===== config.mk =====
export PLATFORM = sky130hd
export DESIGN_NAME = cwp_top
export DESIGN_NICKNAME = d
export VERILOG_FILES = /design/src/shared/cwp_pkg.sv /design/src/cwp_top.sv /design/src/cwp_stack_mon.sv
export VERILOG_INCLUDE_DIRS = /design/src /design/src/shared
export SDC_FILE = /design/constraint.sdc
export NUM_CORES = 1
export LEC_CHECK = 0
export ABC_AREA = 1
export BUFFER_PORTS_ARGS = -buffer_cell sky130_fd_sc_hd__buf_4
export CORE_AREA = 2 2 216 112
export CTS_BUF_LIST = sky130_fd_sc_hd__clkbuf_2
export DETAILED_ROUTE_END_ITERATION = 7
export DIE_AREA = 0 0 218 114
export PLACE_DENSITY = 0.57
export SETUP_SLACK_MARGIN = 0.2
export SYNTH_ARGS = -nofsm -noshare
export SYNTH_HDL_FRONTEND = slang
export SYNTH_SLANG_ARGS = --single-unit

===== constraint.sdc =====
create_clock -name CLK -period 2.25 [get_ports CLK]
set_clock_uncertainty 0.05 [all_clocks]
set_input_delay 0.45 -clock CLK [delete_from_list [all_inputs] [get_ports CLK]]
set_output_delay 0.45 -clock CLK [all_outputs]
set_load 0.005 [all_outputs]

===== src/shared/cwp_defines.svh =====
// constants for the configuration word and memory protection block
// assumes a 32-bit wishbone slave with word-aligned registers
`ifndef CWP_DEFINES_SVH
`define CWP_DEFINES_SVH

// register indices; byte address is four times the index
`define CWP_IDX_USERID0 16'h8000
`define CWP_IDX_USERID3 16'h8003
`define CWP_IDX_PART_AND_REVISION_ID 16'h8006
`define CWP_IDX_CFG2 16'h8008
`define CWP_IDX_CTRL 16'h8010
`define CWP_IDX_STATUS 16'h8011

// configuration word two fields
`define CWP_CFG_LVP 13
`define CWP_CFG_DEBUG 12
`define CWP_CFG_BROWNOUT_TRIP_SELECT 10
`define CWP_CFG_STACK_FAULT_RESET_ENABLE 9
`define CWP_CFG_PLL_CONFIG_ENABLE 8
`define CWP_CFG_RSVD 4
`define CWP_CFG_WRT_HI 1
`define CWP_CFG_WRT_LO 0
`define CWP_CFG_UNIMPL 14'h08ec
`define CWP_CFG_BLANK 14'h3fff

// identifier word layout
`define CWP_ID_PART_HI 13
`define CWP_ID_PART_LO 5
`define CWP_ID_REV_HI 4

// control and status bits
`define CWP_CTRL_SPLL 0
`define CWP_STAT_OVF 0
`define CWP_STAT_UNF 1
`define CWP_STAT_REFUSED 2
`define CWP_STAT_LOADED 3

// self-write protection bounds (program word addresses)
`define CWP_WRT_BOUND_SMALL 13'h0200
`define CWP_WRT_BOUND_HALF 13'h1000
`define CWP_USERID_RST 14'h3fff

`endif


===== src/shared/cwp_pkg.sv =====
// types shared by the configuration word protection block
// assumes cwp_defines.svh holds all numeric constants
`default_nettype none
package cwp_pkg;
   // configuration capture sequence, one-hot
   typedef enum logic [1:0] {
      CWP_ST_LOAD = 2'b01,
      CWP_ST_RUN = 2'b10
   } cwp_state_t;

   // self-write protection encodings
   typedef enum logic [1:0] {
      CWP_WRT_ALL = 2'b00,
      CWP_WRT_HALF = 2'b01,
      CWP_WRT_SMALL = 2'b10,
      CWP_WRT_OFF = 2'b11
   } cwp_wrt_t;
endpackage
`default_nettype wire


===== src/cwp_top.sv =====
// configuration word two decode and memory protection
// assumes a classic wishbone master and same-clock nonvolatile/programming logic
//
// Summary of operation
// - lvp field 1 allows low-voltage entry; 0 demands high voltage on master clear.
// - refuse programming lvp to 0 during a low-voltage-entered session.
// - debug field 1 frees the programming pins as gpio; 0 gives them to debugger.
// - brown-out trip select 1 picks the low level, 0 the high level.
// - stack fault reset enable 1 resets on stack faults, 0 does not.
// - pll config enable 1 switches the four-times multiplier on.
// - unimplemented bits read one; programmer writes reserved bit 4 as one.
// - self-write protect decodes to none, 000-1ff, 000-fff or everything.
// - program read protect 0 blocks external access; external reads give zero.
// - cpu program reads always work; self-writes gated only by self-write protect.
// - eeprom read protect 0 blocks external eeprom access, cpu access stays.
// - program and eeprom protection act independently, never on internal access.
// - four user id words at 8000h-8003h, readable and writable.
// - read-only identifier at 8006h: part code 13-5, revision 4-0.
// - blank or erased configuration word reads all ones.
// - pll config enable 1 overrides the soft pll enable bit.
// - push past level 16 or pop below first sets overflow/underflow flag.
//
// Local design decision: the Wishbone interface to the registers.
`default_nettype none
`include "cwp_defines.svh"
module cwp_top
   import cwp_pkg::*;
#(
   parameter int STACK_DEPTH = 16,
   parameter logic [8:0] PART_CODE = 9'h15a, // arbitrary value
   parameter logic [4:0] SILICON_STEP = 5'h01 // arbitrary value
)(
   input wire logic CLK, // system clock, 100 MHz
   input wire logic RSTN, // synchronous reset, low
   input wire logic CYC_I, // wishbone cycle
   input wire logic STB_I, // wishbone strobe
   input wire logic WE_I, // wishbone write
   input wire logic [17:0] ADR_I, // wishbone byte address
   input wire logic [3:0] SEL_I, // wishbone byte lanes
   input wire logic [31:0] DAT_I, // wishbone write data
   output logic [31:0] DAT_O, // wishbone read data
   output logic ACK_O, // wishbone acknowledge
   input wire logic [13:0] NV_CFG2, // stored configuration word
   input wire logic LV_ENTRY_PIN, // session entered by low voltage
   output logic CFG_PGM_STB, // program the configuration word, pulse
   output logic [13:0] CFG_PGM_DATA, // word to program
   output logic LVP_ENTRY_EN, // low-voltage entry permitted
   output logic HV_ENTRY_REQ, // entry needs high voltage
   output logic DEBUG_EN, // debugger owns the programming pins
   output logic PROG_PINS_GPIO, // programming pins are general io
   output logic BOR_LOW_TRIP, // low brown-out trip selected
   output logic PLL_EN, // four-times multiplier on
   input wire logic STK_PUSH, // stack push pulse
   input wire logic STK_POP, // stack pop pulse
   output logic STACK_RESET, // reset request, pulse
   input wire logic SELF_WR_REQ, // cpu self-write request
   input wire logic [12:0] SELF_WR_ADDR, // cpu self-write word address
   output logic SELF_WR_OK, // self-write allowed
   input wire logic EXT_REQ, // programmer access request
   input wire logic EXT_WE, // programmer access is a write
   input wire logic EXT_EEPROM, // 1 eeprom, 0 program memory
   input wire logic [13:0] EXT_MEM_DATA, // data from the memory array
   input wire logic PROGRAM_READ_PROTECT_N, // program memory protected, low
   input wire logic EEPROM_READ_PROTECT_N, // data eeprom protected, low
   output logic EXT_GRANT, // access may proceed
   output logic [13:0] EXT_RDATA // data returned to the programmer
);
   // active configuration and sequencing
   cwp_state_t state_r, state_nxt;
   logic [13:0] cfg_r, cfg_nxt;
   // protection bits of the other configuration word, bit 0 program, bit 1 eeprom
   logic [1:0] prot_n_r, prot_n_nxt;
   // register file
   logic [13:0] uid_r [4];
   logic [13:0] uid_nxt [4];
   logic spll_r, spll_nxt;
   logic ovf_r, ovf_nxt, unf_r, unf_nxt, ref_r, ref_nxt;
   logic ack_r, ack_nxt;
   logic [31:0] dat_r, dat_nxt;
   logic pgm_stb_r, pgm_stb_nxt;
   logic [13:0] pgm_data_r, pgm_data_nxt;
   logic [13:0] ext_rd_r, ext_rd_nxt;
   logic lv_meta_r, lv_sync_r;
   logic ovf_ev, unf_ev;
   logic req, wr, rd_en;
   logic [15:0] idx;
   logic blocked;
   cwp_wrt_t wrt;

   // blank bits and unimplemented bits both read as one
   function automatic logic [13:0] cfg_view(input logic [13:0] w);
      cfg_view = w | `CWP_CFG_UNIMPL;
   endfunction

   // lowest word address that a self-write may touch, per protection code
   function automatic logic self_ok(input cwp_wrt_t m, input logic [12:0] a);
      unique case (m)
         CWP_WRT_OFF: self_ok = 1'b1;
         CWP_WRT_SMALL: self_ok = (a >= `CWP_WRT_BOUND_SMALL);
         CWP_WRT_HALF: self_ok = (a >= `CWP_WRT_BOUND_HALF);
         CWP_WRT_ALL: self_ok = 1'b0;
      endcase
   endfunction

   assign req = CYC_I && STB_I && !ack_r;
   // a write lands at the edge where ack is high; the master still holds it there
   assign wr = CYC_I && STB_I && ack_r && WE_I && SEL_I[0];
   assign rd_en = req && !WE_I;
   assign idx = ADR_I[17:2];
   assign wrt = cwp_wrt_t'(cfg_r[`CWP_CFG_WRT_HI:`CWP_CFG_WRT_LO]);

   // pin level crosses two flops before use
   always_ff @(posedge CLK)
   begin
      if (!RSTN)
      begin
         lv_meta_r <= 1'b0;
         lv_sync_r <= 1'b0;
      end
      else
      begin
         lv_meta_r <= LV_ENTRY_PIN;
         lv_sync_r <= lv_meta_r;
      end
   end

   cwp_stack_mon #(
      .DEPTH(STACK_DEPTH)
   ) u_stack (
      .clk(CLK),
      .rstn(RSTN),
      .push(STK_PUSH),
      .pop(STK_POP),
      .overflow(ovf_ev),
      .underflow(unf_ev)
   );

   // capture the stored word once after reset, then freeze it
   always_comb
   begin
      state_nxt = state_r;
      cfg_nxt = cfg_r;
      prot_n_nxt = prot_n_r;
      unique case (state_r)
         CWP_ST_LOAD:
         begin
            cfg_nxt = NV_CFG2;
            prot_n_nxt = {EEPROM_READ_PROTECT_N, PROGRAM_READ_PROTECT_N};
            state_nxt = CWP_ST_RUN;
         end
         CWP_ST_RUN: state_nxt = CWP_ST_RUN;
         default: state_nxt = CWP_ST_LOAD;
      endcase
   end

   always_ff @(posedge CLK)
   begin
      if (!RSTN)
      begin
         state_r <= CWP_ST_LOAD;
         cfg_r <= `CWP_CFG_BLANK;
         prot_n_r <= 2'h3; // blank word leaves both memories open
      end
      else
      begin
         state_r <= state_nxt;
         cfg_r <= cfg_nxt;
         prot_n_r <= prot_n_nxt;
      end
   end

   // bus writes, status flags and configuration programming
   always_comb
   begin
      for (int i = 0; i < 4; i++)
         uid_nxt[i] = uid_r[i];
      spll_nxt = spll_r;
      pgm_stb_nxt = 1'b0;
      pgm_data_nxt = pgm_data_r;
      ovf_nxt = ovf_r;
      unf_nxt = unf_r;
      ref_nxt = ref_r;
      if (wr && idx >= `CWP_IDX_USERID0 && idx <= `CWP_IDX_USERID3)
         uid_nxt[idx[1:0]] = DAT_I[13:0];
      if (wr && idx == `CWP_IDX_CTRL)
         spll_nxt = DAT_I[`CWP_CTRL_SPLL];
      if (wr && idx == `CWP_IDX_CFG2)
      begin
         // a low-voltage session must not lock itself out of low voltage
         if (lv_sync_r && !DAT_I[`CWP_CFG_LVP])
            ref_nxt = 1'b1;
         else
         begin
            pgm_stb_nxt = 1'b1;
            pgm_data_nxt = DAT_I[13:0] | (14'h0001 << `CWP_CFG_RSVD);
         end
      end
      // write one to clear; a new event in the same cycle wins
      if (wr && idx == `CWP_IDX_STATUS)
      begin
         if (DAT_I[`CWP_STAT_OVF])
            ovf_nxt = 1'b0;
         if (DAT_I[`CWP_STAT_UNF])
            unf_nxt = 1'b0;
         if (DAT_I[`CWP_STAT_REFUSED])
            ref_nxt = 1'b0;
      end
      if (ovf_ev)
         ovf_nxt = 1'b1;
      if (unf_ev)
         unf_nxt = 1'b1;
   end

   always_ff @(posedge CLK)
   begin
      if (!RSTN)
      begin
         for (int i = 0; i < 4; i++)
            uid_r[i] <= `CWP_USERID_RST;
         spll_r <= 1'b0;
         pgm_stb_r <= 1'b0;
         pgm_data_r <= `CWP_CFG_BLANK;
         ovf_r <= 1'b0;
         unf_r <= 1'b0;
         ref_r <= 1'b0;
      end
      else
      begin
         for (int i = 0; i < 4; i++)
            uid_r[i] <= uid_nxt[i];
         spll_r <= spll_nxt;
         pgm_stb_r <= pgm_stb_nxt;
         pgm_data_r <= pgm_data_nxt;
         ovf_r <= ovf_nxt;
         unf_r <= unf_nxt;
         ref_r <= ref_nxt;
      end
   end

   // read mux and one-cycle acknowledge; unmapped reads return zero
   always_comb
   begin
      ack_nxt = CYC_I && STB_I && !ack_r;
      dat_nxt = dat_r;
      if (rd_en)
      begin
         dat_nxt = 32'h0000_0000;
         if (idx >= `CWP_IDX_USERID0 && idx <= `CWP_IDX_USERID3)
            dat_nxt[13:0] = uid_r[idx[1:0]];
         else if (idx == `CWP_IDX_PART_AND_REVISION_ID)
            dat_nxt[13:0] = {PART_CODE, SILICON_STEP};
         else if (idx == `CWP_IDX_CFG2)
            dat_nxt[13:0] = cfg_view(cfg_r);
         else if (idx == `CWP_IDX_CTRL)
            dat_nxt[`CWP_CTRL_SPLL] = spll_r;
         else if (idx == `CWP_IDX_STATUS)
            dat_nxt[3:0] = {state_r == CWP_ST_RUN, ref_r, unf_r, ovf_r};
      end
   end

   always_ff @(posedge CLK)
   begin
      if (!RSTN)
      begin
         ack_r <= 1'b0;
         dat_r <= 32'h0000_0000;
      end
      else
      begin
         ack_r <= ack_nxt;
         dat_r <= dat_nxt;
      end
   end

   // external access gate; each memory has its own protection bit
   // cpu reads and writes never pass this gate, so protection cannot stall code
   always_comb
   begin
      blocked = EXT_EEPROM ? !prot_n_r[1] : !prot_n_r[0];
      ext_rd_nxt = ext_rd_r;
      if (EXT_REQ && !EXT_WE)
         ext_rd_nxt = EXT_GRANT ? EXT_MEM_DATA : 14'h0000;
   end

   always_ff @(posedge CLK)
   begin
      if (!RSTN)
         ext_rd_r <= 14'h0000;
      else
         ext_rd_r <= ext_rd_nxt;
   end

   assign DAT_O = dat_r;
   assign ACK_O = ack_r;
   assign CFG_PGM_STB = pgm_stb_r;
   assign CFG_PGM_DATA = pgm_data_r;
   assign EXT_RDATA = ext_rd_r;
   assign EXT_GRANT = EXT_REQ && !blocked;
   assign SELF_WR_OK = SELF_WR_REQ && self_ok(wrt, SELF_WR_ADDR);
   assign LVP_ENTRY_EN = cfg_r[`CWP_CFG_LVP];
   assign HV_ENTRY_REQ = !cfg_r[`CWP_CFG_LVP];
   assign DEBUG_EN = !cfg_r[`CWP_CFG_DEBUG];
   assign PROG_PINS_GPIO = cfg_r[`CWP_CFG_DEBUG];
   assign BOR_LOW_TRIP = cfg_r[`CWP_CFG_BROWNOUT_TRIP_SELECT];
   assign PLL_EN = cfg_r[`CWP_CFG_PLL_CONFIG_ENABLE] || spll_r;
   assign STACK_RESET = cfg_r[`CWP_CFG_STACK_FAULT_RESET_ENABLE] && (ovf_ev || unf_ev);
endmodule // cwp_top
`default_nettype wire


===== src/cwp_stack_mon.sv =====
// hardware return stack depth monitor
// assumes push and pop are single-cycle pulses from the same clock domain
`default_nettype none
`include "cwp_defines.svh"
module cwp_stack_mon
   import cwp_pkg::*;
#(
   parameter int DEPTH = 16
)(
   input wire logic clk, // system clock
   input wire logic rstn, // synchronous reset, low
   input wire logic push, // one call or interrupt
   input wire logic pop, // one return
   output logic overflow, // push beyond the last level
   output logic underflow // pop with the stack empty
);
   localparam int CW = $clog2(DEPTH + 1);
   localparam logic [CW-1:0] FULL = CW'(DEPTH);
   logic [CW-1:0] depth_r;
   logic [CW-1:0] depth_nxt;

   // a simultaneous push and pop leaves the depth as it is
   always_comb
   begin
      depth_nxt = depth_r;
      overflow = 1'b0;
      underflow = 1'b0;
      if (push && !pop)
      begin
         if (depth_r == FULL)
            overflow = 1'b1;
         else
            depth_nxt = depth_r + 1'b1;
      end
      else if (pop && !push)
      begin
         if (depth_r == '0)
            underflow = 1'b1;
         else
            depth_nxt = depth_r - 1'b1;
      end
   end

   always_ff @(posedge clk)
   begin
      if (!rstn)
         depth_r <= '0;
      else
         depth_r <= depth_nxt;
   end
endmodule // cwp_stack_mon
`default_nettype wire


Yosys cells after proc, flatten, opt, wreduce, memory -nomap -nowiden
Memory sizes are Yosys's and may differ from the RTL's.
Cells that the tools add are included.
- register bits after elaboration: 72
- bits in latches: 0
- RAM bits: 56
- ROM bits: 0
- input bits: 109
- output and inout port bits: 71
- word-level logic and storage cells: 129
- memories kept: 1
- memories (name ; depth ; width ; read ports ; clocked after Yosys merged registers in ; wr ports ; line ; source):
    uid_r ; 4 ; 14 ; 5 ; 0 ; 4 ; cwp_top.sv:74 ; logic [13:0] uid_r [4];
- add/sub/neg operators: 2
- multipliers: 0
- divide/modulo/power cells: 0
- magnitude comparators: 6
- equal/unequal tests: 12
- shift-type cells: 0
- mux-type cells: 41
- bitwise operators: 6
- reduce and logical (&&, ||, !) cells: 46
- operators with widths (cell ; number):
    $mux 14 ; 8
    $eq 16x16->1 const B ; 4
    $bwmux 56 ; 1
    $mux 56 ; 1
    $demux 14 s2 ; 1
    $logic_and 1x1->1 ; 20
    $mux 1 ; 20
    $mux 5 ; 4
    $ge 16x16->1 const B ; 1
    $le 16x16->1 const B ; 1
    $ge 13x10->1 const B ; 1
    $ge 13x13->1 const B ; 1
    $logic_not 1->1 ; 11
    $mux 10 ; 1
    $reduce_bool 2->1 ; 5
    $mux 4 ; 2
    $reduce_and 2->1 ; 4
    $eq 2x2->1 const B ; 3
    $add 5x1->5 const B ; 1
    $eq 5x5->1 const B ; 1
    $logic_not 5->1 ; 1
    $sub 5x1->5 const B ; 1
    $eq 2x1->1 const B ; 2
    $or 1x1->1 ; 4
    other kinds (13) ; 14

Logic depth before layout (Yosys ltp)
- depth after elaboration: 8
- mapped depth: 13

Cells and area by module
A second synthesis with hierarchy kept.
- cell total of the unflattened synthesis: 713
- area total of the unflattened synthesis: 5670.4 µm²
- by module, submodules not included (module ; instances ; cells an instance ; area an instance (µm²) ; seq. area each (µm²)):
    cwp_top ; 1 ; 643 ; 5210.0 ; 2342.2
    cwp_stack_mon ; 1 ; 70 ; 460.4 ; 100.1

Least setup slack after synthesis
OpenSTA, ideal clock, no wires.
- kind: input -> register
- start: input port STK_PUSH
- end: register u_stack.depth_r[4]
- arrival time: 1.671 ns
- required time: 2.087 ns
- slack: 0.416 ns
- cell stages on the path: 13
- cell sequence: inv_1 nor2_1 inv_1 ha_1 inv_1 o21ai_0 nand2_1 nand2_1 nand2_1 nand3_1 nand2_1 nand2_1 nor2_1
- longest elaborated chain between the ends: 4
- elaborated cells on any way between the ends: 8
- those cells by class: 2 x eq/ne; 1 x mux; 5 x reduce/logical
- ends and longest elaborated chain (what ; line ; source):
    from (decl) ; cwp_top.sv:53 ; input wire logic STK_PUSH,
    $logic_not 1->1 ; cwp_stack_mon.sv:35 ; else if (pop && !push)
    $logic_and 1x1->1 ; cwp_stack_mon.sv:35 ;
    $reduce_bool 2->1 (no line) ; - ;
    $reduce_and 3->1 (no line) ; - ;
    to (signal assigned) ; cwp_stack_mon.sv:49 ; depth_r <= depth_nxt;
    to (decl) ; cwp_stack_mon.sv:19 ; logic [CW-1:0] depth_r;
Parallel ways exist; a longest one is shown, timed or not.
A chain may end at the register's enable or synchronous reset.

Final worst setup path
- start: register u_stack.depth_r[3]
- end: output port STACK_RESET
- longest elaborated chain between the ends: 6
- elaborated cells on any way between the ends: 9
- those cells by class: 1 x eq/ne; 5 x mux; 3 x reduce/logical
- ends and longest elaborated chain (what ; line ; source):
    $logic_not 5->1 ; cwp_stack_mon.sv:37 ; if (depth_r == '0)
    $mux 1 ; cwp_stack_mon.sv:37 ;
    $mux 1 ; cwp_stack_mon.sv:35 ;
    $mux 1 ; cwp_stack_mon.sv:28 ; if (push && !pop)
    $logic_or 1x1->1 (*) ; cwp_top.sv:306 ; assign STACK_RESET = cfg_r[`CWP_CFG_STACK_FAULT_RESET_ENABLE] && (ovf_ev || unf_ev);
    $logic_and 1x1->1 (*) ; cwp_top.sv:306 ;
    to (decl) ; cwp_top.sv:55 ; output logic STACK_RESET,
Mark *: on every way between the ends. The rest lies on a longest branch, timed or not.

==> results.cfg <==
[route]
vias = 5154
dr.pass1.iters = 5
routedWlPerCell_um = 14.91
viasPerCell = 4.360
postRouteAntennaNets = 0
dr.first_iter.drc_count = 355
wirelength_um = 17630
drc = 0

[global_route]
grt_usage_pct = 14.37
grt_overflow_total = 0
grt_max_degree = 105
grt_pass1_vias = 4767
grt_pass1_wl_um = 27130
antenna_found_initial = 0

[die]
core_sq_um = 23220
die_area_sq_um = 24850
start_util_pct = 24.42
ioPinCount = 180
rows = 40
die_w_um = 218
die_y_um = 114

[power]
leakage_nw = 3.793
powerDensity_nw_per_um2 = 674.4
p_total_w = 0.005054
peakVddDrop_uv = 251.1

[sta]
hold_violations = 0
fin_ws_ns = -0.05743
layout_min_cycle_time_ns = 2.307
fin_crit_sh_pct = 102.6
holdWs_ns = 0.05527
tightest_slew_ns = 0.6316
setup_viol = 1
slew_headroom_pct = 57.89
tns_ns = -0.05743
fmaxAchievable_mhz = 433.4
drv_slew = 0
rsz0062_at_grt = yes

[placed_design]
hpwlAfterDp_um = 12560
portBuffers = 122
place_congestion = 0.8030

[hold_path]
hold_path.class = in2reg

[worst_setup_path]
end_kind = primary output
worstPathCellList = nor2_2, nand4_1, or2_4, a21oi_4, buf_6
crit_fanout = 2
crit_type = reg2out
arrival_ns = 1.81
cp-start-kind = flip-flop
path_delay_family = simple AND/OR/NAND/NOR gates
cp_num_buf_inv = 1
worstPathRequired_ns = 1.75
slowest_delay_ns = 0.36
crit_slowest_cell = dfxtp_2

[yosys]
synth_area_sq_um = 5670
ys_seq_area_share_pct = 43.07
yosys_most_used_dff = dfxtp_1
yosysWarnings = 0
synthCells = 697
yosysTopAreaCell = dfxtp_1
yosys.cell_count.top_type = nand2_1
synth-edff-count = 0
synth_top_area_share_pct = 43.07
async_reset_ff_share_pct = 0
synthTopCellsByArea = dfxtp_1 43%, nand2_1 13%, o211ai_2 11%
yosysUniqueCellTypes = 35
synthTopCellsByCount = 191 x nand2_1, 122 x dfxtp_1, 57 x inv_1
synth_seq_cells = 122
postSynthAreaPerCell_sq_um = 8.135

[layout]
area_growth_pct = 32.15
drive_gt1_share_pct = 30.02
nets = 968

[status]
violations = negative setup slack
status = finished, violations left

[cts]
htreeDepth = 4
cts_buffers = 17
cts_tree = yes
path_clk_slew_ns = 0.18
cts_root_buf = clkbuf_2
cts_sinks = 122
cts_buffer_depth = 2
clk_latency_ns = 0.70

[run]
drv_cap = 0
## worst paths after layout
path | startpoint | endpoint | slack [ns] | cells after the start
worst max-delay path | u_stack.depth_r[3] | STACK_RESET | -0.06 | 5
worst min-delay path | DAT_I[4] | uid_r[0][4] | 0.06 | 3
worst max register to register | u_stack.depth_r[0] | u_stack.depth_r[4] | 0.41 | 10
worst min register to register | lv_meta_r | lv_sync_r | 0.38 | 2
## cells by family (layout without fill, tap and decap cells)
logic type,count (synthesis),in the layout,synth area share [%]
AOI/OAI and AO/OA,164,164,22.64
xor gates and xnor gates,2,2,0.3090
adders and majority gates,6,6,1.456
and+or+nand+nor,286,286,22.24
buffers and inverters,115,267,10.15
DFF,122,122,43.07
other,2,20,0.1324
## per-stage QoR
| stage | cell area, sq um | utilization (%) | setup WS, ns | cells |
|---|---|---|---|---|
| after floorplan | 5734 | - | 0.4163 | 714 |
| after global placement | 6839 | 29.45 | 0.1881 | 1113 |
| after detailed placement | 6839 | 29.45 | 0.1554 | 1113 |
| after CTS | 7456 | 32.11 | -0.1591 | 1179 |
| after global routing | 7491 | 32.26 | -0.2133 | 1181 |
| final | 7493 | 32.27 | -0.05743 | 1182 |
## where the power goes
| part | internal, W | leakage [nW] | total [W] | switching (W) |
|---|---|---|---|---|
| combinational | 0.000468 | 2.63 | 0.00106 | 0.000595 |
| clock | 0.000731 | 0.164 | 0.00159 | 0.000858 |
| sequential | 0.00231 | 0.996 | 0.00240 | 0.0000867 |
## sequential cells by signal, summed over array words and instances (netlist names)
name	count
ACK_O	1
CFG_PGM_DATA	13
CFG_PGM_STB	1
DAT_O	14
EXT_RDATA	14
cfg_r	8
lv_meta_r	1
lv_sync_r	1
ovf_r	1
prot_n_r	2
ref_r	1
spll_r	1
state_r	2
u_stack.depth_r	5
uid_r	56
unf_r	1
## area by class of cell
type	count	area (sq um)
Multi-Input combinational cell	477	2758
Clock buffer	21	105.1
Antenna cell	1	2.502
Inverter	60	225.2
Fill cell	2510	15730
Clock inverter	11	151.4
Tap cell	315	394.1
Sequential cell	122	2455
Timing Repair Buffer	175	1403
## repair_timing
action | 4_1_cts | 5_1_grt
resized for setup | 15 | 5
buffers inserted | 5 | 2
hold buffers | 29 | 0
endpoints found under the hold margin | 29 | 0
pin swaps | 2 | 2
setup endpoints to repair | 3 | 3
## per-layer routing
layer  routed length (um)  track usage, %  vias up
li1                     -               -     2600
met1                 9547           22.54     2372
met2                 6519           18.35      161
met3                 1344           4.320       21
met4                  213           3.628        0
met5                    0               0        -
## placed cells by master, fill, tap and decap left out, types with 2 or more instances in the layout
master	netlist	layout
a21oi_1	43	40
a21oi_2	0	2
a22o_1	2	2
a22oi_1	10	10
buf_4	22	144
bufinv_16	0	4
clkbuf_2	0	21
clkinv_1	1	4
clkinv_2	0	4
conb_1	2	19
dfxtp_1	122	116
dfxtp_2	0	4
dfxtp_4	0	2
dlygate4sd3_1	0	29
ha_1	5	5
inv_1	57	56
inv_2	2	3
nand2_1	191	191
nand2_2	2	2
nand2_4	6	6
nand3_1	25	25
nand4_1	9	9
nor2_1	35	33
nor2_2	3	4
nor2_4	6	7
nor3_1	5	4
o211ai_1	19	19
o211ai_2	50	50
o21ai_0	37	36
o21bai_1	2	2
## tightest hold or removal path: cells and delay by family
| family | cells | cell delay, ns |
|---|---|---|
| buf+inv | 2 | 0.17 |
| compound gates | 1 | 0.16 |
(Power assumes the default switching activity.)
